`src/logic/cio_pkg.sv`:
```
/*
 * Constants for the configurable I/O port driver: register offsets,
 * field positions, reset values, driver mode codes and timing counts.
 * Assumes a 32-bit AHB-Lite register bus with one word per register.
 */
`default_nettype none
package cio_pkg;
	////////////////////////////////////////////////////////////////////
	localparam int unsigned P0_W = 8;
	localparam int unsigned P1_W = 8;
	localparam int unsigned P2_W = 2;
	localparam int unsigned PIN_N = P0_W + P1_W + P2_W;
	localparam int unsigned OFS_W = 8;
	////////////////////////////////////////////////////////////////////
	localparam logic [OFS_W-1:0] OFS_P0_LATCH = 8'h00;
	localparam logic [OFS_W-1:0] OFS_P1_LATCH = 8'h04;
	localparam logic [OFS_W-1:0] OFS_P2_LATCH = 8'h08;
	localparam logic [OFS_W-1:0] OFS_P0_MODE_A = 8'h0C;
	localparam logic [OFS_W-1:0] OFS_P0_MODE_B = 8'h10;
	localparam logic [OFS_W-1:0] OFS_P1_MODE_A = 8'h14;
	localparam logic [OFS_W-1:0] OFS_P1_MODE_B = 8'h18;
	localparam logic [OFS_W-1:0] OFS_P2_MODE_A = 8'h1C;
	localparam logic [OFS_W-1:0] OFS_P2_MODE_B = 8'h20;
	localparam logic [OFS_W-1:0] OFS_P0_PINS = 8'h24;
	localparam logic [OFS_W-1:0] OFS_P1_PINS = 8'h28;
	localparam logic [OFS_W-1:0] OFS_P2_PINS = 8'h2C;
	////////////////////////////////////////////////////////////////////
	localparam int unsigned P2A_SCHMITT2_BIT = 7;
	localparam int unsigned P2A_SCHMITT1_BIT = 6;
	localparam int unsigned P2A_SCHMITT0_BIT = 5;
	localparam int unsigned P2A_CLKOUT_BIT = 4;
	localparam int unsigned P2A_T1_TOGGLE_BIT = 3;
	localparam int unsigned P2A_T0_TOGGLE_BIT = 2;
	localparam int unsigned P1_OD_BIT2 = 2;
	localparam int unsigned P1_OD_BIT3 = 3;
	localparam int unsigned P1_RST_BIT = 5;
	localparam logic [7:0] P1_FIXED_SCHMITT = 8'h2C;
	////////////////////////////////////////////////////////////////////
	localparam logic [7:0] MODE_RST = 8'h00;
	localparam logic [7:0] LATCH_HI = 8'hFF;
	localparam logic [7:0] LATCH_LO = 8'h00;
	localparam logic [1:0] STRONG_PU_CYC = 2'h2;
	typedef enum logic [1:0] {
		CIO_QUASI = 2'b00,
		CIO_PUSH  = 2'b01,
		CIO_INPUT = 2'b10,
		CIO_OPEN  = 2'b11
	} cio_mode_e;
endpackage
`default_nettype wire

```
`src/logic/cio_in_sync.sv`:
```
/*
 * Three-stage pin input synchroniser with agreement filter.
 * Assumes inputs are asynchronous to hclk.
 */
`timescale 1ns/10ps
`default_nettype none
module cio_in_sync #(
	parameter int unsigned W = 8
) (
	input  wire logic         hclk,
	input  wire logic         hresetn,
	input  wire logic [W-1:0] pin_in,
	output logic      [W-1:0] level
);
	logic [W-1:0] s1_reg;
	logic [W-1:0] s2_reg;
	logic [W-1:0] s3_reg;
	logic [W-1:0] level_reg;
	logic [W-1:0] agree;

	assign agree = ~(s2_reg ^ s3_reg);
	assign level = level_reg;

	// Only s2 reads s1, keeping metastability out of the filter
	always_ff @(posedge hclk or negedge hresetn) begin
		if (!hresetn) begin
			s1_reg    <= '0;
			s2_reg    <= '0;
			s3_reg    <= '0;
			level_reg <= '0;
		end else begin
			s1_reg    <= pin_in;
			s2_reg    <= s1_reg;
			s3_reg    <= s2_reg;
			level_reg <= (s3_reg & agree) | (level_reg & ~agree);
		end
	end
endmodule // cio_in_sync
`default_nettype wire

```
`src/logic/cio_pin_cell.sv`:
```
/*
 * Driver control of one port pin: pull-up and pull-down enables.
 * Assumes latch and pin level are registered on hclk.
 */
`timescale 1ns/10ps
`default_nettype none
module cio_pin_cell
	import cio_pkg::*;
(
	input  wire logic       hclk,
	input  wire logic       hresetn,
	input  wire logic [1:0] mode,
	input  wire logic       latch,
	input  wire logic       pin_level,
	input  wire logic       fixed_od,
	input  wire logic       off,
	output logic            vweak_pu_en,
	output logic            weak_pu_en,
	output logic            strong_pu_en,
	output logic            pull_dn_en
);
	cio_mode_e  eff_mode;
	logic       prev_reg;
	logic [1:0] burst_reg;
	logic       rise;

	assign eff_mode = fixed_od ? CIO_OPEN : cio_mode_e'(mode);
	assign rise = latch & ~prev_reg;

	always_ff @(posedge hclk or negedge hresetn) begin
		if (!hresetn) begin
			prev_reg <= 1'b1;
		end else begin
			prev_reg <= latch;
		end
	end

	// Edge cycle plus remaining count gives exactly two clocks
	always_ff @(posedge hclk or negedge hresetn) begin
		if (!hresetn) begin
			burst_reg <= 2'h0;
		end else if (rise && eff_mode == CIO_QUASI) begin
			burst_reg <= STRONG_PU_CYC - 2'h1;
		end else if (burst_reg != 2'h0) begin
			burst_reg <= burst_reg - 2'h1;
		end
	end

	always_comb begin
		vweak_pu_en  = 1'b0;
		weak_pu_en   = 1'b0;
		strong_pu_en = 1'b0;
		pull_dn_en   = 1'b0;
		if (!off) begin
			case (eff_mode)
				CIO_QUASI: begin
					vweak_pu_en  = latch;
					weak_pu_en   = latch & pin_level;
					strong_pu_en = latch & (rise | burst_reg != 2'h0);
					pull_dn_en   = ~latch;
				end
				CIO_PUSH: begin
					strong_pu_en = latch;
					pull_dn_en   = ~latch;
				end
				CIO_OPEN: begin
					pull_dn_en = ~latch;
				end
				CIO_INPUT: begin
					pull_dn_en = 1'b0;
				end
				default: begin
					pull_dn_en = 1'b0;
				end
			endcase
		end
	end
endmodule // cio_pin_cell
`default_nettype wire

```
`src/logic/cio_port.sv`:
```
/*
 * Configurable I/O port driver for three ports with AHB-Lite registers.
 * Assumes static user configuration inputs and external pad drivers
 * that act on the pull-up and pull-down enables.
 */
// Design decisions made here: register access over AHB-Lite and the register addresses.
`timescale 1ns/10ps
`default_nettype none
module cio_port
	import cio_pkg::*;
(
	input  wire logic                 hclk,
	input  wire logic                 hresetn,
	input  wire logic                 hsel,
	input  wire logic [31:0]          haddr,
	input  wire logic [1:0]           htrans,
	input  wire logic                 hwrite,
	input  wire logic [2:0]           hsize,
	input  wire logic [31:0]          hwdata,
	input  wire logic                 hready,
	output logic                      hreadyout,
	output logic                      hresp,
	output logic      [31:0]          hrdata,
	input  wire logic                 reset_level_high_sel,
	input  wire logic                 internal_reset_sel,
	input  wire logic                 crystal_osc_sel,
	input  wire logic [cio_pkg::P0_W-1:0] port0_pin_in,
	input  wire logic [cio_pkg::P1_W-1:0] port1_pin_in,
	input  wire logic [cio_pkg::P2_W-1:0] port2_pin_in,
	output logic      [cio_pkg::PIN_N-1:0] pin_vweak_pu_en,
	output logic      [cio_pkg::PIN_N-1:0] pin_weak_pu_en,
	output logic      [cio_pkg::PIN_N-1:0] pin_strong_pu_en,
	output logic      [cio_pkg::PIN_N-1:0] pin_pull_dn_en,
	output logic      [cio_pkg::PIN_N-1:0] pin_input_en,
	output logic      [cio_pkg::P0_W-1:0] port0_schmitt_en,
	output logic      [cio_pkg::P1_W-1:0] port1_schmitt_en,
	output logic      [cio_pkg::P2_W-1:0] port2_schmitt_en,
	output logic                      timer_zero_toggle_en,
	output logic                      timer_one_toggle_en,
	output logic                      clock_output_en
);
	import cio_pkg::*;

	////////////////////////////////////////////////////////////////////
	logic [P0_W-1:0]  p0_latch_reg;
	logic [P1_W-1:0]  p1_latch_reg;
	logic [P2_W-1:0]  p2_latch_reg;
	logic [7:0]       port_mode_reg_a0;
	logic [7:0]       port_mode_reg_b0;
	logic [7:0]       port_mode_reg_a1;
	logic [7:0]       port_mode_reg_b1;
	logic [7:0]       port2_mode_reg_a;
	logic [P2_W-1:0]  port2_mode_reg_b;
	logic             cfg_done_reg;
	logic             int_rst_reg;
	logic             xtal_reg;
	logic             wr_pend_reg;
	logic [OFS_W-1:0] wr_ofs_reg;
	logic [31:0]      hrdata_reg;
	logic [31:0]      rd_next;
	logic             addr_ok;
	logic [OFS_W-1:0] a_ofs;
	logic [P0_W-1:0]  p0_lvl;
	logic [P1_W-1:0]  p1_lvl;
	logic [P2_W-1:0]  p2_lvl;
	logic [P1_W-1:0]  p1_read;
	logic [P2_W-1:0]  p2_read;
	logic [PIN_N-1:0] all_mode_a;
	logic [PIN_N-1:0] all_mode_b;
	logic [PIN_N-1:0] all_latch;
	logic [PIN_N-1:0] all_lvl;
	logic [PIN_N-1:0] all_od;
	logic [PIN_N-1:0] all_off;

	////////////////////////////////////////////////////////////////////
	// Bus slave: zero wait states, always OKAY
	assign hreadyout = 1'b1;
	assign hresp     = 1'b0;
	assign hrdata    = hrdata_reg;
	assign addr_ok   = hsel & htrans[1] & hready;
	assign a_ofs     = haddr[OFS_W-1:0];

	// A write lands at the end of its data phase, when hwdata stands
	always_ff @(posedge hclk or negedge hresetn) begin
		if (!hresetn) begin
			wr_pend_reg <= 1'b0;
		end else begin
			wr_pend_reg <= addr_ok & hwrite;
		end
	end

	always_ff @(posedge hclk or negedge hresetn) begin
		if (!hresetn) begin
			wr_ofs_reg <= '0;
		end else if (addr_ok) begin
			wr_ofs_reg <= a_ofs;
		end
	end

	// Read data is fixed at the address phase; unmapped offsets read zero
	always_comb begin
		rd_next = 32'h0000_0000;
		case (a_ofs)
			OFS_P0_LATCH:  rd_next[P0_W-1:0] = p0_latch_reg;
			OFS_P1_LATCH:  rd_next[P1_W-1:0] = p1_latch_reg;
			OFS_P2_LATCH:  rd_next[P2_W-1:0] = p2_latch_reg;
			OFS_P0_MODE_A: rd_next[7:0] = port_mode_reg_a0;
			OFS_P0_MODE_B: rd_next[7:0] = port_mode_reg_b0;
			OFS_P1_MODE_A: rd_next[7:0] = port_mode_reg_a1;
			OFS_P1_MODE_B: rd_next[7:0] = port_mode_reg_b1;
			OFS_P2_MODE_A: rd_next[7:0] = port2_mode_reg_a;
			OFS_P2_MODE_B: rd_next[P2_W-1:0] = port2_mode_reg_b;
			OFS_P0_PINS:   rd_next[P0_W-1:0] = p0_lvl;
			OFS_P1_PINS:   rd_next[P1_W-1:0] = p1_read;
			OFS_P2_PINS:   rd_next[P2_W-1:0] = p2_read;
			default:       rd_next = 32'h0000_0000;
		endcase
	end

	always_ff @(posedge hclk or negedge hresetn) begin
		if (!hresetn) begin
			hrdata_reg <= 32'h0000_0000;
		end else if (addr_ok && !hwrite) begin
			hrdata_reg <= rd_next;
		end
	end

	////////////////////////////////////////////////////////////////////
	// User configuration is caught once, the first edge after release
	always_ff @(posedge hclk or negedge hresetn) begin
		if (!hresetn) begin
			cfg_done_reg <= 1'b0;
		end else begin
			cfg_done_reg <= 1'b1;
		end
	end

	// Sampling once keeps a glitching option input from moving pins later
	always_ff @(posedge hclk or negedge hresetn) begin
		if (!hresetn) begin
			int_rst_reg <= 1'b0;
		end else if (!cfg_done_reg) begin
			int_rst_reg <= internal_reset_sel;
		end
	end

	always_ff @(posedge hclk or negedge hresetn) begin
		if (!hresetn) begin
			xtal_reg <= 1'b0;
		end else if (!cfg_done_reg) begin
			xtal_reg <= crystal_osc_sel;
		end
	end

	////////////////////////////////////////////////////////////////////
	// Latches start high, then settle to the configured reset level
	always_ff @(posedge hclk or negedge hresetn) begin
		if (!hresetn) begin
			p0_latch_reg <= LATCH_HI;
		end else if (!cfg_done_reg) begin
			p0_latch_reg <= reset_level_high_sel ? LATCH_HI : LATCH_LO;
		end else if (wr_pend_reg && wr_ofs_reg == OFS_P0_LATCH) begin
			p0_latch_reg <= hwdata[P0_W-1:0];
		end
	end

	always_ff @(posedge hclk or negedge hresetn) begin
		if (!hresetn) begin
			p1_latch_reg <= LATCH_HI;
		end else if (!cfg_done_reg) begin
			p1_latch_reg <= reset_level_high_sel ? LATCH_HI : LATCH_LO;
		end else if (wr_pend_reg && wr_ofs_reg == OFS_P1_LATCH) begin
			p1_latch_reg <= hwdata[P1_W-1:0];
		end
	end

	always_ff @(posedge hclk or negedge hresetn) begin
		if (!hresetn) begin
			p2_latch_reg <= LATCH_HI[P2_W-1:0];
		end else if (!cfg_done_reg) begin
			p2_latch_reg <= reset_level_high_sel ? LATCH_HI[P2_W-1:0]
				: LATCH_LO[P2_W-1:0];
		end else if (wr_pend_reg && wr_ofs_reg == OFS_P2_LATCH) begin
			p2_latch_reg <= hwdata[P2_W-1:0];
		end
	end

	// Modes reset to quasi, so pins reset high are never strongly driven
	always_ff @(posedge hclk or negedge hresetn) begin
		if (!hresetn) begin
			port_mode_reg_a0 <= MODE_RST;
		end else if (wr_pend_reg && wr_ofs_reg == OFS_P0_MODE_A) begin
			port_mode_reg_a0 <= hwdata[7:0];
		end
	end

	always_ff @(posedge hclk or negedge hresetn) begin
		if (!hresetn) begin
			port_mode_reg_b0 <= MODE_RST;
		end else if (wr_pend_reg && wr_ofs_reg == OFS_P0_MODE_B) begin
			port_mode_reg_b0 <= hwdata[7:0];
		end
	end

	// Mode bits of the fixed pins are stored but their cells ignore them
	always_ff @(posedge hclk or negedge hresetn) begin
		if (!hresetn) begin
			port_mode_reg_a1 <= MODE_RST;
		end else if (wr_pend_reg && wr_ofs_reg == OFS_P1_MODE_A) begin
			port_mode_reg_a1 <= hwdata[7:0];
		end
	end

	always_ff @(posedge hclk or negedge hresetn) begin
		if (!hresetn) begin
			port_mode_reg_b1 <= MODE_RST;
		end else if (wr_pend_reg && wr_ofs_reg == OFS_P1_MODE_B) begin
			port_mode_reg_b1 <= hwdata[7:0];
		end
	end

	always_ff @(posedge hclk or negedge hresetn) begin
		if (!hresetn) begin
			port2_mode_reg_a <= MODE_RST;
		end else if (wr_pend_reg && wr_ofs_reg == OFS_P2_MODE_A) begin
			port2_mode_reg_a <= hwdata[7:0];
		end
	end

	always_ff @(posedge hclk or negedge hresetn) begin
		if (!hresetn) begin
			port2_mode_reg_b <= MODE_RST[P2_W-1:0];
		end else if (wr_pend_reg && wr_ofs_reg == OFS_P2_MODE_B) begin
			port2_mode_reg_b <= hwdata[P2_W-1:0];
		end
	end

	////////////////////////////////////////////////////////////////////
	// Pin inputs
	cio_in_sync #(
		.W(P0_W)
	) u_sync0 (
		.hclk    (hclk),
		.hresetn (hresetn),
		.pin_in  (port0_pin_in),
		.level   (p0_lvl)
	);

	cio_in_sync #(
		.W(P1_W)
	) u_sync1 (
		.hclk    (hclk),
		.hresetn (hresetn),
		.pin_in  (port1_pin_in),
		.level   (p1_lvl)
	);

	cio_in_sync #(
		.W(P2_W)
	) u_sync2 (
		.hclk    (hclk),
		.hresetn (hresetn),
		.pin_in  (port2_pin_in),
		.level   (p2_lvl)
	);

	// Unused input buffers read low rather than floating values
	always_comb begin
		p1_read = p1_lvl;
		p1_read[P1_RST_BIT] = p1_lvl[P1_RST_BIT] & int_rst_reg;
		p2_read = p2_lvl & {P2_W{~xtal_reg}};
	end

	////////////////////////////////////////////////////////////////////
	// Per-pin drivers, flattened port 0, then port 1, then port 2
	assign all_mode_a = {port2_mode_reg_a[P2_W-1:0], port_mode_reg_a1, port_mode_reg_a0};
	assign all_mode_b = {port2_mode_reg_b, port_mode_reg_b1, port_mode_reg_b0};
	assign all_latch  = {p2_latch_reg, p1_latch_reg, p0_latch_reg};
	assign all_lvl    = {p2_lvl, p1_lvl, p0_lvl};

	// Fixed open-drain pins ignore their mode bits
	always_comb begin
		all_od = '0;
		all_od[P0_W + P1_OD_BIT2] = 1'b1;
		all_od[P0_W + P1_OD_BIT3] = 1'b1;
	end

	// Oscillator pins are cut off both ways while a crystal runs
	always_comb begin
		all_off = '0;
		all_off[P0_W + P1_RST_BIT] = 1'b1;
		all_off[PIN_N-1 -: P2_W] = {P2_W{xtal_reg}};
	end

	always_comb begin
		pin_input_en = ~all_off;
		pin_input_en[P0_W + P1_RST_BIT] = int_rst_reg;
	end

	// One cell per pin; cells share no state, so pins never interact
	genvar gi;
	generate
		for (gi = 0; gi < PIN_N; gi++) begin : g_pin
			cio_pin_cell u_cell (
				.hclk         (hclk),
				.hresetn      (hresetn),
				.mode         ({all_mode_a[gi], all_mode_b[gi]}),
				.latch        (all_latch[gi]),
				.pin_level    (all_lvl[gi]),
				.fixed_od     (all_od[gi]),
				.off          (all_off[gi]),
				.vweak_pu_en  (pin_vweak_pu_en[gi]),
				.weak_pu_en   (pin_weak_pu_en[gi]),
				.strong_pu_en (pin_strong_pu_en[gi]),
				.pull_dn_en   (pin_pull_dn_en[gi])
			);
		end
	endgenerate

	////////////////////////////////////////////////////////////////////
	// Spare bits of port 2 mode A
	assign port0_schmitt_en = {P0_W{port2_mode_reg_a[P2A_SCHMITT0_BIT]}};
	assign port1_schmitt_en = {P1_W{port2_mode_reg_a[P2A_SCHMITT1_BIT]}}
		| P1_FIXED_SCHMITT;
	assign port2_schmitt_en = {P2_W{port2_mode_reg_a[P2A_SCHMITT2_BIT]}};
	assign timer_zero_toggle_en = port2_mode_reg_a[P2A_T0_TOGGLE_BIT];
	assign timer_one_toggle_en  = port2_mode_reg_a[P2A_T1_TOGGLE_BIT];
	// Clock out is only meaningful with RC or external clock, not a crystal
	assign clock_output_en = port2_mode_reg_a[P2A_CLKOUT_BIT] & ~xtal_reg;
endmodule // cio_port
`default_nettype wire

```
`config.mk`:
```
export PLATFORM = sky130hd
export DESIGN_NAME = cio_port
export DESIGN_NICKNAME = d
export VERILOG_FILES = /design/src/logic/cio_pkg.sv /design/src/logic/cio_in_sync.sv /design/src/logic/cio_pin_cell.sv /design/src/logic/cio_port.sv
export SDC_FILE = /design/constraint.sdc
export NUM_CORES = 1
export LEC_CHECK = 0
export ABC_AREA = 1
export BUFFER_PORTS_ARGS = -buffer_cell sky130_fd_sc_hd__clkbuf_2
export CAP_MARGIN = 20
export CORE_MARGIN = 2
export CORE_UTILIZATION = 35
export DETAILED_ROUTE_END_ITERATION = 6
export HOLD_SLACK_MARGIN = 0.15
export PLACE_DENSITY = 0.66
export SETUP_SLACK_MARGIN = 0.02
export SKIP_CTS_REPAIR_TIMING = 1
export SLEW_MARGIN = 10
export SYNTH_ARGS = -nofsm -noshare
export SYNTH_HDL_FRONTEND = slang
export SYNTH_SLANG_ARGS = --single-unit
```
`constraint.sdc`:
```
create_clock -name hclk -period 3.99 [get_ports hclk]
set_clock_uncertainty 0.15 [all_clocks]
set_input_delay 0.798 -clock hclk [delete_from_list [all_inputs] [get_ports hclk]]
set_output_delay 0.798 -clock hclk [all_outputs]
set_load 0.005 [all_outputs]
```
Word-level counts from Yosys, hierarchy flattened

Index checks and enable logic that the tools add are counted.

Muxes and demuxes: 108
$add $sub $neg: 15
Reduce and logical (&&, ||, !) cells: 88
Bitwise operators: 118
Eq/ne operators: 67

Operator list:

| operator                                             | count |
|---|---|
| two-way mux 2 bit                                    | 33 |
| equality test 8 x 5 -> 1 bit (second input constant) | 8 |
| equality test 2 bit (second input constant)          | 30 |
| case mux 1 bit (2 select lines)                      | 30 |
| nonzero test 2 bit                                   | 30 |
| case mux 6 bit (9 select lines)                      | 1 |
| bitwise AND 1 bit                                    | 50 |
| OR reduction 3 bit                                   | 15 |
| equality test 8 x 6 -> 1 bit (second input constant) | 5 |
| two-way mux 8 bit                                    | 5 |
| two-way mux 1 bit                                    | 38 |
| NOT 1 bit                                            | 33 |
| bitwise AND 8 bit                                    | 4 |
| equality test 8 x 4 -> 1 bit (second input constant) | 4 |
| NOT 8 bit                                            | 4 |
| equality test 2 x 1 -> 1 bit (second input constant) | 15 |
| logical NOT 2 bit                                    | 15 |
| subtractor 2 x 1 -> 2 bit (second input constant)    | 15 |
| logical AND 1 bit                                    | 25 |
| case mux 2 bit (12 select lines)                     | 1 |
| NOT 18 bit                                           | 1 |
| equality test 8 x 3 -> 1 bit (second input constant) | 2 |
| logical NOT 8 bit                                    | 2 |
| OR 8 bit                                             | 2 |
| 8 further kinds                                      | 28 |

Logic and storage cells: 453
Bits in registers: 197
Output and inout bits: 145

Depth between registers and ports, before layout

Gate-level depths: netlist of the first run.

Depth in word-level cells: 6
Depth in mapped cells: 12
Depth with buffers taken out: 11

Cells and area by module

A second synthesis of the first run with hierarchy kept.

Cells, all modules: 1290
Area, all modules: 10470.0 sq um

Modules (own cells, without submodules):

| module                    | times used | area an instance (sq um) | cells each | seq. area each (sq um) |
|---|---|---|---|---|
| cio_port                  | 1          | 4479.3                   | 588        | 2024.4 |
| cio_pin_cell              | 18         | 216.5                    | 31         | 76.3 |
| cio_in_sync (u_sync0 ...) | 2          | 930.9                    | 64         | 800.8 |
| cio_in_sync (u_sync2)     | 1          | 232.7                    | 16         | 200.2 |

Worst setup path before layout of the first run

OpenSTA, ideal clock, no wires.

Path kind: reg-to-output
Start point: register g_pin[7].u_cell.burst_reg[0]
End point: output port pin_strong_pu_en[7] (netlist bit)
Buffers on the path: 1
Path slack: 1.955 ns
Arrival: 1.087 ns
Stages on the path, launching flop included: 6
Path through: dfrtp_1 -> inv_1 -> ha_1 -> a311o_1 -> inv_1 -> buf_4

Cells in the longest elaborated chain, start to end: 4

Ends and longest elaborated chain:

| item                            | RTL line           | RTL |
|---|---|---|
| start, declared                 | cio_pin_cell.sv:24 | `logic [1:0] burst_reg;` |
| start signal, assigned          | cio_pin_cell.sv:43 | `burst_reg <= STRONG_PU_CYC - 2'h1;` |
| start signal, assigned          | cio_pin_cell.sv:45 | `burst_reg <= burst_reg - 2'h1;` |
| nonzero test 2 bit              | cio_pin_cell.sv:59 | `strong_pu_en = latch & (rise \| burst_reg != 2'h0);` |
| OR 1 bit                        | cio_pin_cell.sv:59 |  |
| bitwise AND 1 bit               | cio_pin_cell.sv:59 |  |
| case mux 1 bit (2 select lines) | cio_pin_cell.sv:55 | `case (eff_mode)` |
| end, declared                   | cio_port.sv:32     | `output logic [cio_pkg::PIN_N-1:0] pin_strong_pu_en,` |

Every way passes these cells.

Worst setup path in the final report of the first run

Start point: register p2_latch_reg[0]
End point: output port pin_strong_pu_en[16] (netlist bit)

Cells in the longest elaborated chain, start to end: 5

Ends and longest elaborated chain:

| item                              | RTL line           | RTL |
|---|---|---|
| start, declared                   | cio_port.sv:47     | `logic [P2_W-1:0] p2_latch_reg;` |
| start signal, assigned            | cio_port.sv:179    | `p2_latch_reg <= LATCH_HI[P2_W-1:0];` |
| start signal, assigned            | cio_port.sv:181    | `p2_latch_reg <= reset_level_high_sel ? LATCH_HI[P2_W-1:0]` |
| start signal, assigned            | cio_port.sv:184    | `p2_latch_reg <= hwdata[P2_W-1:0];` |
| bitwise AND 1 bit                 | cio_pin_cell.sv:28 | `assign rise = latch & ~prev_reg;` |
| OR 1 bit                          | cio_pin_cell.sv:59 |  |
| bitwise AND 1 bit                 | cio_pin_cell.sv:59 |  |
| case mux 1 bit (2 select lines) * | cio_pin_cell.sv:55 |  |
| two-way mux 1 bit *               | cio_pin_cell.sv:54 | `if (!off) begin` |

Every way passes the cells marked *; elsewhere a longest branch is shown, timed or not.

==> results of run 1 <==
## through the flow
step	hold WS [ps]	cell area (µm²)	utilization (%)	power [µW]	std cells
detailed placement	185	9810	36.5	3710	1458
floorplan	181	9760	-	3460	1125
global route	207	10400	38.8	5820	1490
CTS	201	10400	38.8	5520	1490
global placement	182	9810	36.5	3630	1458
finish	200	10400	38.8	5460	1490
## cell families (layout without fill, tap and decap cells)
kind of cell	Yosys count	count (layout)	synth area share, %
flops	197	197	52.0
fa+ha+maj	33	33	3.85
compound gates	136	136	8.16
buf+inv	270	294	16.5
simple gates	419	419	18.1
other cells	2	55	0.0785
xor+xnor	15	15	1.37
## worst paths after layout
path	from	endpoint	slack (ps)	depth (start not counted)
worst max-delay path	p2_latch_reg[0]	pin_strong_pu_en[16]	1270	5
worst min-delay path	u_sync1.s1_reg[5]	u_sync1.s2_reg[5]	200	0
worst max register to register	cfg_done_reg	p0_latch_reg[0]	1840	5
worst min register to register	u_sync1.s1_reg[5]	u_sync1.s2_reg[5]	200	0
max in group asynchronous	hresetn	g_pin[2].u_cell.prev_reg	2570	2
min in group asynchronous	hresetn	u_sync1.s1_reg[7]	250	1
## power by group
group	switching, µW	internal, µW	total, µW
Sequential	231	2350	2580
Clock	808	981	1790
Combinational	640	453	1090
Total	1680	3780	5460
## Yosys cell counts
cell	count	area (µm²)
ha_1	15	188
inv_2	3	11.3
a311o_1	10	100
dfrtp_1	164	4100
nor4_1	2	12.5
nand2_1	228	856
or2_1	1	6.26
buf_6	7	78.8
clkbuf_1	3	11.3
inv_1	118	443
nand3_1	56	280
o21ai_2	8	70.1
nor3b_4	1	18.8
dfstp_2	33	867
o21ai_0	44	220
conb_1	2	7.51
a21oi_1	43	215
xor2_1	15	131
buf_2	4	20.0
o21ai_1	25	125
nor2_2	4	25.0
nor3_2	4	40.0
nor2_1	109	409
nor3_1	6	30.0
clkinv_1	1	3.75
nand2_2	7	43.8
a311oi_1	4	35.0
buf_4	134	1010
or2_4	1	8.76
maj3_1	18	180
a211oi_1	2	15.0
## metal layers
metal  track usage, %  routed length [µm]  share of wire, %  up-vias
li1                 -                   -                 -     3336
met1             20.5                9830                44     3273
met2             25.6               10600                47      219
met3             4.24                1590               7.1       24
met4             5.13                 333               1.5        4
met5                0                  24              0.11        -
## layout make-up
class	count	area share (%)
multi-input cells	658	30.8
flip-flops and latches	197	47.7
clock inverters	13	1.60
well taps	341	4.09
repair buffers	140	7.09
inverters	122	4.39
clock buffers	19	4.34
## worst register-to-register path: cells and delay by family, from the launching register on
family                 cells  cell delay [ps]
AND/OR/NAND/NOR            2              570
flip-flops                 1              470
buffers and inverters      1              460
AO/OA/AOI/OAI              2              410
==> flow_summary.html, run 1 <==
<table>
<tr><th>Metric</th><th>Value</th></tr>
<tr><th colspan="2">GRT</th></tr>
<tr><td>Global-route wire length before repair</td><td>34700 µm</td></tr>
<tr><td>Global Route Usage Sum</td><td>15.8%</td></tr>
<tr><td>Via count of the first global-routing pass</td><td>6379</td></tr>
<tr><td>Number of antenna violations at the first check in global routing</td><td>3</td></tr>
<tr><td>Residual overflow from global routing</td><td>0</td></tr>
<tr><td>Maximum number of pins on one net before global-route repair</td><td>88</td></tr>
<tr><th colspan="2">Floorplan</th></tr>
<tr><td>Die outline width</td><td>169 µm</td></tr>
<tr><td>Initial cell density of the core</td><td>35.6%</td></tr>
<tr><td>Io pins</td><td>240</td></tr>
<tr><td>Number of core rows</td><td>60</td></tr>
<tr><td>Die Area</td><td>28700 µm²</td></tr>
<tr><td>Core outline area</td><td>26900 µm²</td></tr>
<tr><td>Die Y-Extent</td><td>169 µm</td></tr>
<tr><th colspan="2">Worst setup path</th></tr>
<tr><td>Max incr delay on CP</td><td>580 ps</td></tr>
<tr><td>Cell chain of the critical path</td><td>inv_1, nor2_1, inv_1, a311oi_1, clkbuf_2</td></tr>
<tr><td>Most used cell along the critical path</td><td>inv_1</td></tr>
<tr><td>Startpoint type of the worst setup path</td><td>flop</td></tr>
<tr><td>Critical-path top delay cell</td><td>dfstp_2</td></tr>
<tr><td>Category of the worst setup path capture point</td><td>primary output</td></tr>
<tr><td>CP Data Arrival Time</td><td>1770 ps</td></tr>
<tr><td>Crit-path leading delay family</td><td>flip-flops</td></tr>
<tr><td>Data required, critical path</td><td>3040 ps</td></tr>
<tr><td>Worst path bufs/invs</td><td>3</td></tr>
<tr><td>Top fanout value on the critical path</td><td>5</td></tr>
<tr><td>Crit Path Class</td><td>flop to primary output</td></tr>
<tr><th colspan="2">Place</th></tr>
<tr><td>HPWL reported at the end of detailed placement</td><td>16200 µm</td></tr>
<tr><td>Post-placement worst setup slack</td><td>1450 ps</td></tr>
<tr><td>Buffers added on ports</td><td>133</td></tr>
<tr><td>Routability Congestion</td><td>0.823</td></tr>
<tr><th colspan="2">Final layout</th></tr>
<tr><td>Leading cell type in the layout, fill and taps excluded</td><td>nand2_1</td></tr>
<tr><td>Fraction of layout instances using a drive strength above 1</td><td>20.3%</td></tr>
<tr><td>Total Nets Final</td><td>1246</td></tr>
<tr><td>Number of flip-flops in the largest register</td><td>30</td></tr>
<tr><td>Diode insertion count for antenna repair</td><td>0</td></tr>
<tr><td>Commonest cells after routing, fill and taps aside</td><td>nand2_1 (228), dfrtp_1 (164), clkbuf_2 (132)</td></tr>
<tr><td>Growth of design area from synthesis to finish</td><td>9.08%</td></tr>
<tr><td>Sequential cell area</td><td>4970 µm²</td></tr>
<tr><td>Total area of multi-input combinational cells</td><td>3220 µm²</td></tr>
<tr><td>Fill cell count</td><td>2711</td></tr>
<tr><th colspan="2">Timing</th></tr>
<tr><td>Post-layout minimum cycle time</td><td>2720 ps</td></tr>
<tr><td>Worst path setup slack after routing</td><td>1270 ps</td></tr>
<tr><td>Slew margin rel.</td><td>46.5%</td></tr>
<tr><td>Count of final hold-check violations</td><td>0</td></tr>
<tr><td>Transition time at the pin with the least slew margin</td><td>801 ps</td></tr>
<tr><td>Period Utilization, post-route</td><td>68.2%</td></tr>
<tr><td>Setup TNS</td><td>0 ps</td></tr>
<tr><td>Pins over their slew limit</td><td>0</td></tr>
<tr><td>Peak Freq</td><td>368 MHz</td></tr>
<tr><td>Setup repair after global routing missed its margin</td><td>false</td></tr>
<tr><td>Setup-violating endpoint count in the final report</td><td>0</td></tr>
<tr><th colspan="2">Logic synthesis</th></tr>
<tr><td>Post-synthesis area per instance</td><td>8.92 µm²</td></tr>
<tr><td>Post-synthesis cell type count</td><td>31</td></tr>
<tr><td>Sequential cell area fraction in the yosys report</td><td>52.0%</td></tr>
<tr><td>Post-synthesis sequential element count</td><td>197</td></tr>
<tr><td>Post-Synthesis Cells</td><td>1072</td></tr>
<tr><td>Count of yosys warnings during synthesis</td><td>0</td></tr>
<tr><td>Netlist Area Pre-Place</td><td>9560 µm²</td></tr>
<tr><th colspan="2">Route</th></tr>
<tr><td>Count of routing violations after the opening detailed-route iteration</td><td>586</td></tr>
<tr><td>Total wire length</td><td>22400 µm</td></tr>
<tr><td>Avg Vias per Cell</td><td>4.60</td></tr>
<tr><td>Routed len/inst</td><td>15.0 µm</td></tr>
<tr><td>Router iterations before antenna repair</td><td>5</td></tr>
<tr><td>Via total after detailed routing</td><td>6856</td></tr>
<tr><td>Post-route DRC violation count</td><td>0</td></tr>
<tr><td>Number of routed nets with antenna violations</td><td>0</td></tr>
<tr><th colspan="2">Power and ir drop</th></tr>
<tr><td>Static power due to leakage</td><td>0.00540 µW</td></tr>
<tr><td>IR drop worst, VDD</td><td>209 µV</td></tr>
<tr><td>Power Dens Cells</td><td>523 nW/µm²</td></tr>
<tr><th colspan="2">Clock network</th></tr>
<tr><td>Buffers from clock root to sink, at most</td><td>2</td></tr>
<tr><td>Clock tree from TritonCTS</td><td>built</td></tr>
<tr><td>Worst-skew pair later-pin latency</td><td>440 ps</td></tr>
<tr><td>Clock transition at the registers of the reported paths</td><td>70 ps</td></tr>
<tr><td>Master cell of the clock root buffer</td><td>clkbuf_16</td></tr>
<tr><td>H-tree levels</td><td>4</td></tr>
<tr><td>Total number of clock tree sinks</td><td>197</td></tr>
<tr><td>CTS buffer count</td><td>17</td></tr>
<tr><th colspan="2">Run status</th></tr>
<tr><td>Run status</td><td>finished, final reports clean</td></tr>
<tr><th colspan="2">Hold path</th></tr>
<tr><td>Type of the tightest min-delay check</td><td>flop to flop</td></tr>
<tr><th colspan="2">Flow run</th></tr>
<tr><td>Max capacitance violation total</td><td>0</td></tr>
</table>
Note: power is estimated with default switching activity, not from simulation.
==> run 2: changes to the inputs <==
--- a/config.mk
+++ b/config.mk
@@ -5,14 +5,14 @@
 export SDC_FILE = /design/constraint.sdc
 export NUM_CORES = 1
 export LEC_CHECK = 0
-export ABC_AREA = 1
+export ABC_AREA = 0
 export BUFFER_PORTS_ARGS = -buffer_cell sky130_fd_sc_hd__clkbuf_2
 export CAP_MARGIN = 20
 export CORE_MARGIN = 2
 export CORE_UTILIZATION = 35
 export DETAILED_ROUTE_END_ITERATION = 6
 export HOLD_SLACK_MARGIN = 0.15
-export PLACE_DENSITY = 0.66
+export PLACE_DENSITY = 0.69
 export SETUP_SLACK_MARGIN = 0.02
 export SKIP_CTS_REPAIR_TIMING = 1
 export SLEW_MARGIN = 10
==> constraint.sdc (replaced) <==
create_clock -name hclk -period 2.5 [get_ports hclk]
set_clock_uncertainty 0.15 [all_clocks]
set_input_delay 0.5 -clock hclk [delete_from_list [all_inputs] [get_ports hclk]]
set_output_delay 0.5 -clock hclk [all_outputs]
set_load 0.005 [all_outputs]
==> run 2 against run 1 <==
Clock-buffer cell count up 1. Power up 58%. Global-route usage is 0.12 points lower. Sequential share of layout area fell by 1.3 points. Sequential power up 56%. Area after synthesis fell by 1.6%. Sequential cell count stayed put. Register-to-register slack worse by 1500 ps. First-iteration DRC count decreased by 32%. Die area fell by 1.6%. Wire length shrank 3.9%. Hold slack got worse by 38 ps. Largest cell class unchanged.
==> flow_summary.html, run 2 <==
<table>
<tr><th>Metric</th><th>Value</th></tr>
<tr><th colspan="2">Run status</th></tr>
<tr><td>Run status</td><td>finished, final reports clean</td></tr>
<tr><th colspan="2">Worst setup path</th></tr>
<tr><td>Crit Path Class</td><td>flop to primary output</td></tr>
<tr><td>Category of the worst setup path capture point</td><td>primary output</td></tr>
<tr><td>Startpoint type of the worst setup path</td><td>flop</td></tr>
<tr><td>CP Data Arrival Time</td><td>1670 ps (-100 ps)</td></tr>
<tr><td>Top fanout value on the critical path</td><td>7 (+2)</td></tr>
<tr><td>Max incr delay on CP</td><td>490 ps (-90 ps)</td></tr>
<tr><td>Data required, critical path</td><td>1850 ps (-1190 ps)</td></tr>
<tr><td>Cell chain of the critical path</td><td>inv_1, nand3b_1, nor2_1, and2_1, clkbuf_2</td></tr>
<tr><td>Critical-path top delay cell</td><td>dfrtp_1</td></tr>
<tr><th colspan="2">Floorplan</th></tr>
<tr><td>Die Area</td><td>28200 µm² (-1.6%)</td></tr>
<tr><td>Die Y-Extent</td><td>168 µm (-0.81%)</td></tr>
<tr><td>Number of core rows</td><td>60 (unchanged)</td></tr>
<tr><td>Die outline width</td><td>168 µm (-0.81%)</td></tr>
<tr><td>Io pins</td><td>240 (unchanged)</td></tr>
<tr><td>Initial cell density of the core</td><td>35.3% (-0.29 points)</td></tr>
<tr><td>Core outline area</td><td>26700 µm² (-0.84%)</td></tr>
<tr><th colspan="2">Logic synthesis</th></tr>
<tr><td>Post-synthesis sequential element count</td><td>197 (unchanged)</td></tr>
<tr><td>Netlist Area Pre-Place</td><td>9410 µm² (-1.6%)</td></tr>
<tr><td>Top post-synthesis cells by area</td><td>dfrtp_1 (44%), buf_4 (11%), dfstp_2 (9.2%)</td></tr>
<tr><td>Post-synth top cells</td><td>dfrtp_1 (164), buf_4 (133), nor2_1 (72)</td></tr>
<tr><td>FFs w/ async S/R, synth</td><td>100% (unchanged)</td></tr>
<tr><td>Count of yosys warnings during synthesis</td><td>0 (unchanged)</td></tr>
<tr><td>Number of synthesized flops with an enable pin</td><td>0 (unchanged)</td></tr>
<tr><td>Most frequently used cell type in the post-synthesis netlist</td><td>dfrtp_1</td></tr>
<tr><td>Post-synthesis cell type count</td><td>58 (+87%)</td></tr>
<tr><td>Top_reg_cell synth</td><td>dfrtp_1</td></tr>
<tr><td>Sequential cell area fraction in the yosys report</td><td>52.9% (+0.87 points)</td></tr>
<tr><td>Post-synthesis area per instance</td><td>10.9 µm² (+22%)</td></tr>
<tr><td>Biggest area consumer among synthesized cells</td><td>dfrtp_1</td></tr>
<tr><td>Post-Synthesis Cells</td><td>861 (-20%)</td></tr>
<tr><td>Area share of the largest cell type after synthesis</td><td>43.6% (+0.72 points)</td></tr>
<tr><th colspan="2">Final layout</th></tr>
<tr><td>Growth of design area from synthesis to finish</td><td>14.0%</td></tr>
<tr><td>Total Nets Final</td><td>1081 (-13%)</td></tr>
<tr><td>Layout Cells excl Fill</td><td>1325 (-11%)</td></tr>
<tr><td>Final std cell area, no fill</td><td>10700 µm² (+2.8%)</td></tr>
<tr><td>Number of flip-flops in the largest register</td><td>30 (unchanged)</td></tr>
<tr><td>Diode insertion count for antenna repair</td><td>0 (unchanged)</td></tr>
<tr><td>Commonest cells after routing, fill and taps aside</td><td>dfrtp_1 (164), clkbuf_2 (132), nor2_1 (72)</td></tr>
<tr><td>Leading cell type in the layout, fill and taps excluded</td><td>dfrtp_1</td></tr>
<tr><td>Fraction of layout instances using a drive strength above 1</td><td>30.6% (+10 points)</td></tr>
<tr><th colspan="2">Power and ir drop</th></tr>
<tr><td>IR drop worst, VDD</td><td>431 µV (+110%)</td></tr>
<tr><td>Power Dens Cells</td><td>803 nW/µm² (+53%)</td></tr>
<tr><td>Static power due to leakage</td><td>0.00514 µW (-4.9%)</td></tr>
<tr><td>Power Total</td><td>8610 µW (+58%)</td></tr>
<tr><th colspan="2">Clock network</th></tr>
<tr><td>Master cell of the clock root buffer</td><td>clkbuf_16</td></tr>
<tr><td>CTS buffer count</td><td>17 (unchanged)</td></tr>
<tr><td>H-tree levels</td><td>4 (unchanged)</td></tr>
<tr><td>Buffers from clock root to sink, at most</td><td>2 (unchanged)</td></tr>
<tr><td>Worst-skew pair later-pin latency</td><td>440 ps (about the same)</td></tr>
<tr><td>Clock transition at the registers of the reported paths</td><td>70 ps (about the same)</td></tr>
<tr><td>Clock tree from TritonCTS</td><td>built</td></tr>
<tr><td>Total number of clock tree sinks</td><td>197 (unchanged)</td></tr>
<tr><th colspan="2">Route</th></tr>
<tr><td>Max layer used</td><td>met4</td></tr>
<tr><td>M1 WL</td><td>9610 µm (-2.2%)</td></tr>
<tr><td>Routed len/inst</td><td>16.3 µm (+8.1%)</td></tr>
<tr><td>Detailed-routed wire length on met3</td><td>1480 µm (-6.7%)</td></tr>
<tr><td>Avg Vias per Cell</td><td>4.71 (+2.4%)</td></tr>
<tr><td>Post-route DRC violation count</td><td>0 (unchanged)</td></tr>
<tr><td>Count of routing violations after the opening detailed-route iteration</td><td>397 (-32%)</td></tr>
<tr><td>Number of routed nets with antenna violations</td><td>0 (unchanged)</td></tr>
<tr><td>Via total after detailed routing</td><td>6242 (-9.0%)</td></tr>
<tr><td>Met2 Wirelength</td><td>10000 µm (-5.8%)</td></tr>
<tr><td>Router iterations before antenna repair</td><td>5 (unchanged)</td></tr>
<tr><td>Total wire length</td><td>21600 µm (-3.9%)</td></tr>
<tr><th colspan="2">GRT</th></tr>
<tr><td>Number of antenna violations at the first check in global routing</td><td>1 (-2)</td></tr>
<tr><td>Residual overflow from global routing</td><td>0 (unchanged)</td></tr>
<tr><td>Global Route Usage Sum</td><td>15.7% (-0.12 points)</td></tr>
<tr><td>Maximum number of pins on one net before global-route repair</td><td>59 (-33%)</td></tr>
<tr><td>Via count of the first global-routing pass</td><td>5971 (-6.4%)</td></tr>
<tr><td>Global-route wire length before repair</td><td>33700 µm (-2.7%)</td></tr>
<tr><th colspan="2">Timing</th></tr>
<tr><td>Setup-violating endpoint count in the final report</td><td>0 (unchanged)</td></tr>
<tr><td>Slew margin rel.</td><td>60.5% (+14 points)</td></tr>
<tr><td>Setup repair after global routing missed its margin</td><td>false</td></tr>
<tr><td>Pins over their slew limit</td><td>0 (unchanged)</td></tr>
<tr><td>Post-layout minimum cycle time</td><td>2320 ps</td></tr>
<tr><td>Count of final hold-check violations</td><td>0 (unchanged)</td></tr>
<tr><td>Peak Freq</td><td>430 MHz</td></tr>
<tr><td>Setup TNS</td><td>0 ps (unchanged)</td></tr>
<tr><td>Period Utilization, post-route</td><td>93.0%</td></tr>
<tr><td>Transition time at the pin with the least slew margin</td><td>591 ps (-210 ps)</td></tr>
<tr><th colspan="2">Hold path</th></tr>
<tr><td>Type of the tightest min-delay check</td><td>primary input to flop</td></tr>
<tr><th colspan="2">Place</th></tr>
<tr><td>Cells after DPL</td><td>1273 (-13%)</td></tr>
<tr><td>Routability Congestion</td><td>0.911 (+11%)</td></tr>
<tr><td>Buffers added on ports</td><td>133 (unchanged)</td></tr>
<tr><td>HPWL reported at the end of detailed placement</td><td>16300 µm (+0.40%)</td></tr>
<tr><td>Post-DP Area</td><td>9940 µm² (+1.3%)</td></tr>
<tr><th colspan="2">Flow run</th></tr>
<tr><td>Max capacitance violation total</td><td>0 (unchanged)</td></tr>
</table>
[run 2: cell families after synthesis]
family                     synth area share [%]
buffers and inverters                      14.3
and+or+nand+nor                            10.1
xor gates and xnor gates                   1.40
AOI/OAI and AO/OA                          9.09
adders and majority gates                  3.91
DFF                                        52.9
other                                    0.0798
muxes                                      8.31
[run 2: through the flow]
step	setup slack (ps)	hold WS (ps)	util, %
2_1_floorplan	251	54.4	-
3_3_place_gp	162	182	37.3
3_5_place_dp	138	185	37.3
4_1_cts	124	-116	39.5
5_1_grt	26.4	157	40.2
6_report	176	162	40.2
[run 2: worst paths after layout]
path / startpoint / cells past startpoint / to / slack (ps)
min in group asynchronous: hresetn / 2 / u_sync0.s1_reg[7] / 450
max in group asynchronous: hresetn / 3 / g_pin[6].u_cell.prev_reg / 1050
max: xtal_reg / 5 / pin_weak_pu_en[16] / 180
min: internal_reset_sel / 2 / int_rst_reg / 160
min reg2reg: u_sync0.s1_reg[3] / 0 / u_sync0.s2_reg[3] / 200
max reg2reg: wr_ofs_reg[7] / 5 / port_mode_reg_a0[5] / 300
[run 2: report_power, final]
group          total (µW)  switching, µW  internal, µW
logic                1810            993           817
clock network        2760           1250          1520
registers            4030            334          3700
total                8610           2570          6040
[run 2: cell type report]
cell class                      count  area (µm²)
Fill cell                        2579       15900
Sequential cell                   197        4970
Clock inverter                     12         143
Multi-Input combinational cell    497        3290
Clock buffer                       20         447
Timing Repair Buffer              191        1200
Tap cell                          341         427
Inverter                           67         251
[run 2: worst max-delay path, delay by kind of cell, from the launching register on]
kind	cells	cell delay, ps
simple gates	3	440
buf+inv	2	300
flops	1	490
[run 2: layer usage]
layer | global-route usage (%) | up-vias
li1 | - | 2959
met1 | 21.2 | 3047
met2 | 24.2 | 208
met3 | 4.16 | 28
met4 | 5.63 | 0
met5 | 0 | -
==> run 3: changes to the inputs <==
--- a/config.mk
+++ b/config.mk
@@ -12,10 +12,11 @@
 export CORE_UTILIZATION = 35
 export DETAILED_ROUTE_END_ITERATION = 6
 export HOLD_SLACK_MARGIN = 0.15
-export PLACE_DENSITY = 0.69
+export PLACE_DENSITY = 0.68
 export SETUP_SLACK_MARGIN = 0.02
 export SKIP_CTS_REPAIR_TIMING = 1
 export SLEW_MARGIN = 10
 export SYNTH_ARGS = -nofsm -noshare
 export SYNTH_HDL_FRONTEND = slang
+export SYNTH_HIERARCHICAL = 1
 export SYNTH_SLANG_ARGS = --single-unit
==> run 3 against run 2 <==
The run now ends with setup timing left. Cell count increased by 17%. Non-clock buffer count increased by 15. Largest cell class unchanged. Setup slack lost 290 ps. Area after synthesis rose by 7.4%. Critical path type unchanged. Largest power group unchanged. Register-to-register slack better by 80 ps. Design area increased by 21%.
==> flow_summary.html, run 3 <==
<table>
<tr><th>Metric</th><th>Value</th></tr>
<tr><th colspan="2">Timing</th></tr>
<tr><td>Setup-violating endpoint count in the final report</td><td>23 (+23)</td></tr>
<tr><td>Peak Freq</td><td>382 MHz (-11%)</td></tr>
<tr><td>Post-layout minimum cycle time</td><td>2620 ps (+293 ps)</td></tr>
<tr><td>Worst path setup slack after routing</td><td>-117 ps (-293 ps)</td></tr>
<tr><td>Pins over their slew limit</td><td>0 (unchanged)</td></tr>
<tr><td>Slew margin rel.</td><td>26.4% (-34 points)</td></tr>
<tr><td>Setup repair after global routing missed its margin</td><td>true</td></tr>
<tr><td>Period Utilization, post-route</td><td>105% (+12 points)</td></tr>
<tr><td>Count of final hold-check violations</td><td>0 (unchanged)</td></tr>
<tr><td>Transition time at the pin with the least slew margin</td><td>1100 ps (+510 ps)</td></tr>
<tr><td>Fin Hold WS</td><td>151 ps (-11.3 ps)</td></tr>
<tr><th colspan="2">Worst setup path</th></tr>
<tr><td>Category of the worst setup path capture point</td><td>primary output</td></tr>
<tr><td>Data required, critical path</td><td>1850 ps (about the same)</td></tr>
<tr><td>Top fanout value on the critical path</td><td>6 (-1)</td></tr>
<tr><td>Startpoint type of the worst setup path</td><td>flop</td></tr>
<tr><td>R2R cell count</td><td>5 (unchanged)</td></tr>
<tr><td>Flop2flop setup slack</td><td>380 ps (+80 ps)</td></tr>
<tr><td>Crit Path Class</td><td>flop to primary output</td></tr>
<tr><td>CP Data Arrival Time</td><td>1970 ps (+300 ps)</td></tr>
<tr><td>Startpoint of the lowest-slack register-to-register path</td><td>wr_ofs_reg[7]</td></tr>
<tr><td>RR Endpoint</td><td>port2_mode_reg_a[2]</td></tr>
<tr><th colspan="2">Route</th></tr>
<tr><td>Post-route DRC violation count</td><td>0 (unchanged)</td></tr>
<tr><td>Count of routing violations after the opening detailed-route iteration</td><td>463 (+17%)</td></tr>
<tr><td>Total wire length</td><td>25300 µm (+17%)</td></tr>
<tr><td>Number of routed nets with antenna violations</td><td>0 (unchanged)</td></tr>
<tr><td>Routed len/inst</td><td>16.3 µm (about the same)</td></tr>
<tr><td>Avg Vias per Cell</td><td>4.62 (-1.9%)</td></tr>
<tr><td>Via total after detailed routing</td><td>7189 (+15%)</td></tr>
<tr><td>Router iterations before antenna repair</td><td>4 (-1)</td></tr>
<tr><th colspan="2">Clock network</th></tr>
<tr><td>Clock transition at the registers of the reported paths</td><td>60 ps (about the same)</td></tr>
<tr><td>Worst-skew pair later-pin latency</td><td>520 ps (+80 ps)</td></tr>
<tr><td>Master cell of the clock root buffer</td><td>clkbuf_16</td></tr>
<tr><td>H-tree levels</td><td>1 (-3)</td></tr>
<tr><td>CTS buffer count</td><td>25 (+8)</td></tr>
<tr><td>Buffers from clock root to sink, at most</td><td>3 (+1)</td></tr>
<tr><td>Clock tree from TritonCTS</td><td>built</td></tr>
<tr><td>Total number of clock tree sinks</td><td>206 (+4.6%)</td></tr>
<tr><th colspan="2">Final layout</th></tr>
<tr><td>Leading cell type in the layout, fill and taps excluded</td><td>dfrtp_1</td></tr>
<tr><td>Number of flip-flops in the largest register</td><td>36 (+20%)</td></tr>
<tr><td>Diode insertion count for antenna repair</td><td>0 (unchanged)</td></tr>
<tr><td>Fill cell count</td><td>2684 (+4.1%)</td></tr>
<tr><td>Final core utilization</td><td>45.6% (+5.4 points)</td></tr>
<tr><td>Layout Cells excl Fill</td><td>1555 (+17%)</td></tr>
<tr><td>Growth of design area from synthesis to finish</td><td>28.9%</td></tr>
<tr><td>Commonest cells after routing, fill and taps aside</td><td>dfrtp_1 (170), conb_1 (167), clkbuf_2 (99)</td></tr>
<tr><td>Total area of multi-input combinational cells</td><td>4850 µm² (+47%)</td></tr>
<tr><td>Final std cell area, no fill</td><td>13000 µm² (+21%)</td></tr>
<tr><td>Sequential cell area</td><td>5200 µm² (+4.6%)</td></tr>
<tr><td>Total Nets Final</td><td>1266 (+17%)</td></tr>
<tr><td>Fraction of layout instances using a drive strength above 1</td><td>36.0% (+5.4 points)</td></tr>
<tr><th colspan="2">GRT</th></tr>
<tr><td>Global-route wire length before repair</td><td>39000 µm (+15%)</td></tr>
<tr><td>Maximum number of pins on one net before global-route repair</td><td>59 (unchanged)</td></tr>
<tr><td>Number of antenna violations at the first check in global routing</td><td>1 (unchanged)</td></tr>
<tr><td>Via count of the first global-routing pass</td><td>7041 (+18%)</td></tr>
<tr><td>Residual overflow from global routing</td><td>0 (unchanged)</td></tr>
<tr><td>Global Route Usage Sum</td><td>16.3% (+0.64 points)</td></tr>
<tr><th colspan="2">Place</th></tr>
<tr><td>Post-DP Area</td><td>11600 µm² (+17%)</td></tr>
<tr><td>Routability Congestion</td><td>0.853 (-6.3%)</td></tr>
<tr><td>Buffers added on ports</td><td>133 (unchanged)</td></tr>
<tr><td>Cells after DPL</td><td>1472 (+16%)</td></tr>
<tr><td>HPWL reported at the end of detailed placement</td><td>18300 µm (+12%)</td></tr>
<tr><td>Post-placement worst setup slack</td><td>154 ps (+16.0 ps)</td></tr>
<tr><th colspan="2">Floorplan</th></tr>
<tr><td>Io pins</td><td>240 (unchanged)</td></tr>
<tr><td>Core outline area</td><td>28500 µm² (+7.1%)</td></tr>
<tr><td>Number of core rows</td><td>62 (+3.3%)</td></tr>
<tr><td>Die Y-Extent</td><td>174 µm (+3.5%)</td></tr>
<tr><td>Initial cell density of the core</td><td>35.4% (+0.088 points)</td></tr>
<tr><td>Die outline width</td><td>174 µm (+3.5%)</td></tr>
<tr><td>Die Area</td><td>30200 µm² (+7.2%)</td></tr>
<tr><th colspan="2">Logic synthesis</th></tr>
<tr><td>Top post-synthesis cells by area</td><td>dfrtp_1 (42%), dfstp_2 (9.4%), mux2_2 (6.5%)</td></tr>
<tr><td>Post-synthesis area per instance</td><td>12.1 µm² (+11%)</td></tr>
<tr><td>Netlist Area Pre-Place</td><td>10100 µm² (+7.4%)</td></tr>
<tr><td>Post-synthesis cell type count</td><td>51 (-12%)</td></tr>
<tr><td>Number of synthesized flops with an enable pin</td><td>0 (unchanged)</td></tr>
<tr><td>Post-synth top cells</td><td>dfrtp_1 (170), inv_1 (82), buf_4 (61)</td></tr>
<tr><td>Area share of the largest cell type after synthesis</td><td>42.1% (-1.5 points)</td></tr>
<tr><td>Post-Synthesis Cells</td><td>832 (-3.4%)</td></tr>
<tr><td>FFs w/ async S/R, synth</td><td>100% (unchanged)</td></tr>
<tr><td>Sequential cell area fraction in the yosys report</td><td>51.5% (-1.4 points)</td></tr>
<tr><td>Post-synthesis sequential element count</td><td>206 (+4.6%)</td></tr>
<tr><td>Most frequently used cell type in the post-synthesis netlist</td><td>dfrtp_1</td></tr>
<tr><td>Biggest area consumer among synthesized cells</td><td>dfrtp_1</td></tr>
<tr><td>Top_reg_cell synth</td><td>dfrtp_1</td></tr>
<tr><td>Count of yosys warnings during synthesis</td><td>6 (+6)</td></tr>
<tr><th colspan="2">Run status</th></tr>
<tr><td>Violated checks</td><td>setup timing</td></tr>
<tr><td>Run status</td><td>complete, but fails checks</td></tr>
<tr><th colspan="2">Flow run</th></tr>
<tr><td>Max capacitance violation total</td><td>0 (unchanged)</td></tr>
<tr><th colspan="2">Hold path</th></tr>
<tr><td>Type of the tightest min-delay check</td><td>primary input to flop</td></tr>
<tr><td>Hold Crit Start</td><td>haddr[6]</td></tr>
<tr><td>Worst Hold Endpoint</td><td>wr_ofs_reg[6]</td></tr>
<tr><td>Worst Hold Depth</td><td>2 (unchanged)</td></tr>
<tr><th colspan="2">Power and ir drop</th></tr>
<tr><td>Static power due to leakage</td><td>0.00602 µW (+17%)</td></tr>
<tr><td>IR drop worst, VDD</td><td>361 µV (-16%)</td></tr>
<tr><td>Power Dens Cells</td><td>803 nW/µm² (about the same)</td></tr>
</table>
## run 3: critical path, stage by stage (launching register included)
cell and delay [ps]:
dfstp_2 580, or3b_4 440, nor4b_4 270, buf_2 160
## run 3: cells by family (layout without fill, tap and decap cells)
logic type | count (synthesis) | count (layout) | share of synthesized area, %
and+or+nand+nor | 195 | 195 | 14.4
AOI/OAI and AO/OA | 140 | 140 | 11.1
adders and majority gates | 36 | 36 | 4.24
buffers and inverters | 159 | 333 | 8.35
xor gates and xnor gates | 18 | 18 | 1.56
DFF | 206 | 206 | 51.5
other | 2 | 167 | 0.0744
muxes | 76 | 76 | 8.75
## run 3: worst max path at each step
stage                                from                  to  slack [ps]  cells after the start
after detailed placement         haddr[1]           hrdata[5]         150                      6
final                     p1_latch_reg[7]  pin_weak_pu_en[15]        -120                      3
after global routing      p1_latch_reg[7]  pin_weak_pu_en[15]        -190                      3
after floorplan                  haddr[1]           hrdata[0]         370                      7
after CTS                 p0_latch_reg[1]   pin_weak_pu_en[1]        -150                      3
after global placement           haddr[1]           hrdata[5]         180                      6
## run 3: routing by layer
layer	part of all wire [%]	vias up	track usage, %
li1	-	3399	-
met1	43	3532	21.3
met2	48	206	26.6
met3	6.1	50	3.71
met4	2.6	2	5.78
met5	0.043	-	0
## run 3: final cells by class
type                            instances  area share [%]
Clock inverter                         12            1.29
Sequential cell                       206            39.9
Inverter                               82            2.36
Clock buffer                           33            5.27
Timing Repair Buffer                  206            10.2
Tap cell                              384            3.69
Multi-Input combinational cell        632            37.2
## run 3: where the power goes
part | total, µW | switching, µW | internal (µW)
Sequential | 4300 | 370 | 3930
Combinational | 2410 | 1150 | 1250
Clock | 3750 | 1410 | 2340
Total | 10400 | 2930 | 7520
## run 3: stage by stage
| stage | total power (µW) | setup TNS [ps] |
|---|---|---|
| 2_1_floorplan | 6060 | 0 |
| 3_3_place_gp | 6480 | 0 |
| 3_5_place_dp | 6670 | 0 |
| 4_1_cts | 10500 | -2850 |
| 5_1_grt | 11100 | -3070 |
| 6_report | 10400 | -1120 |
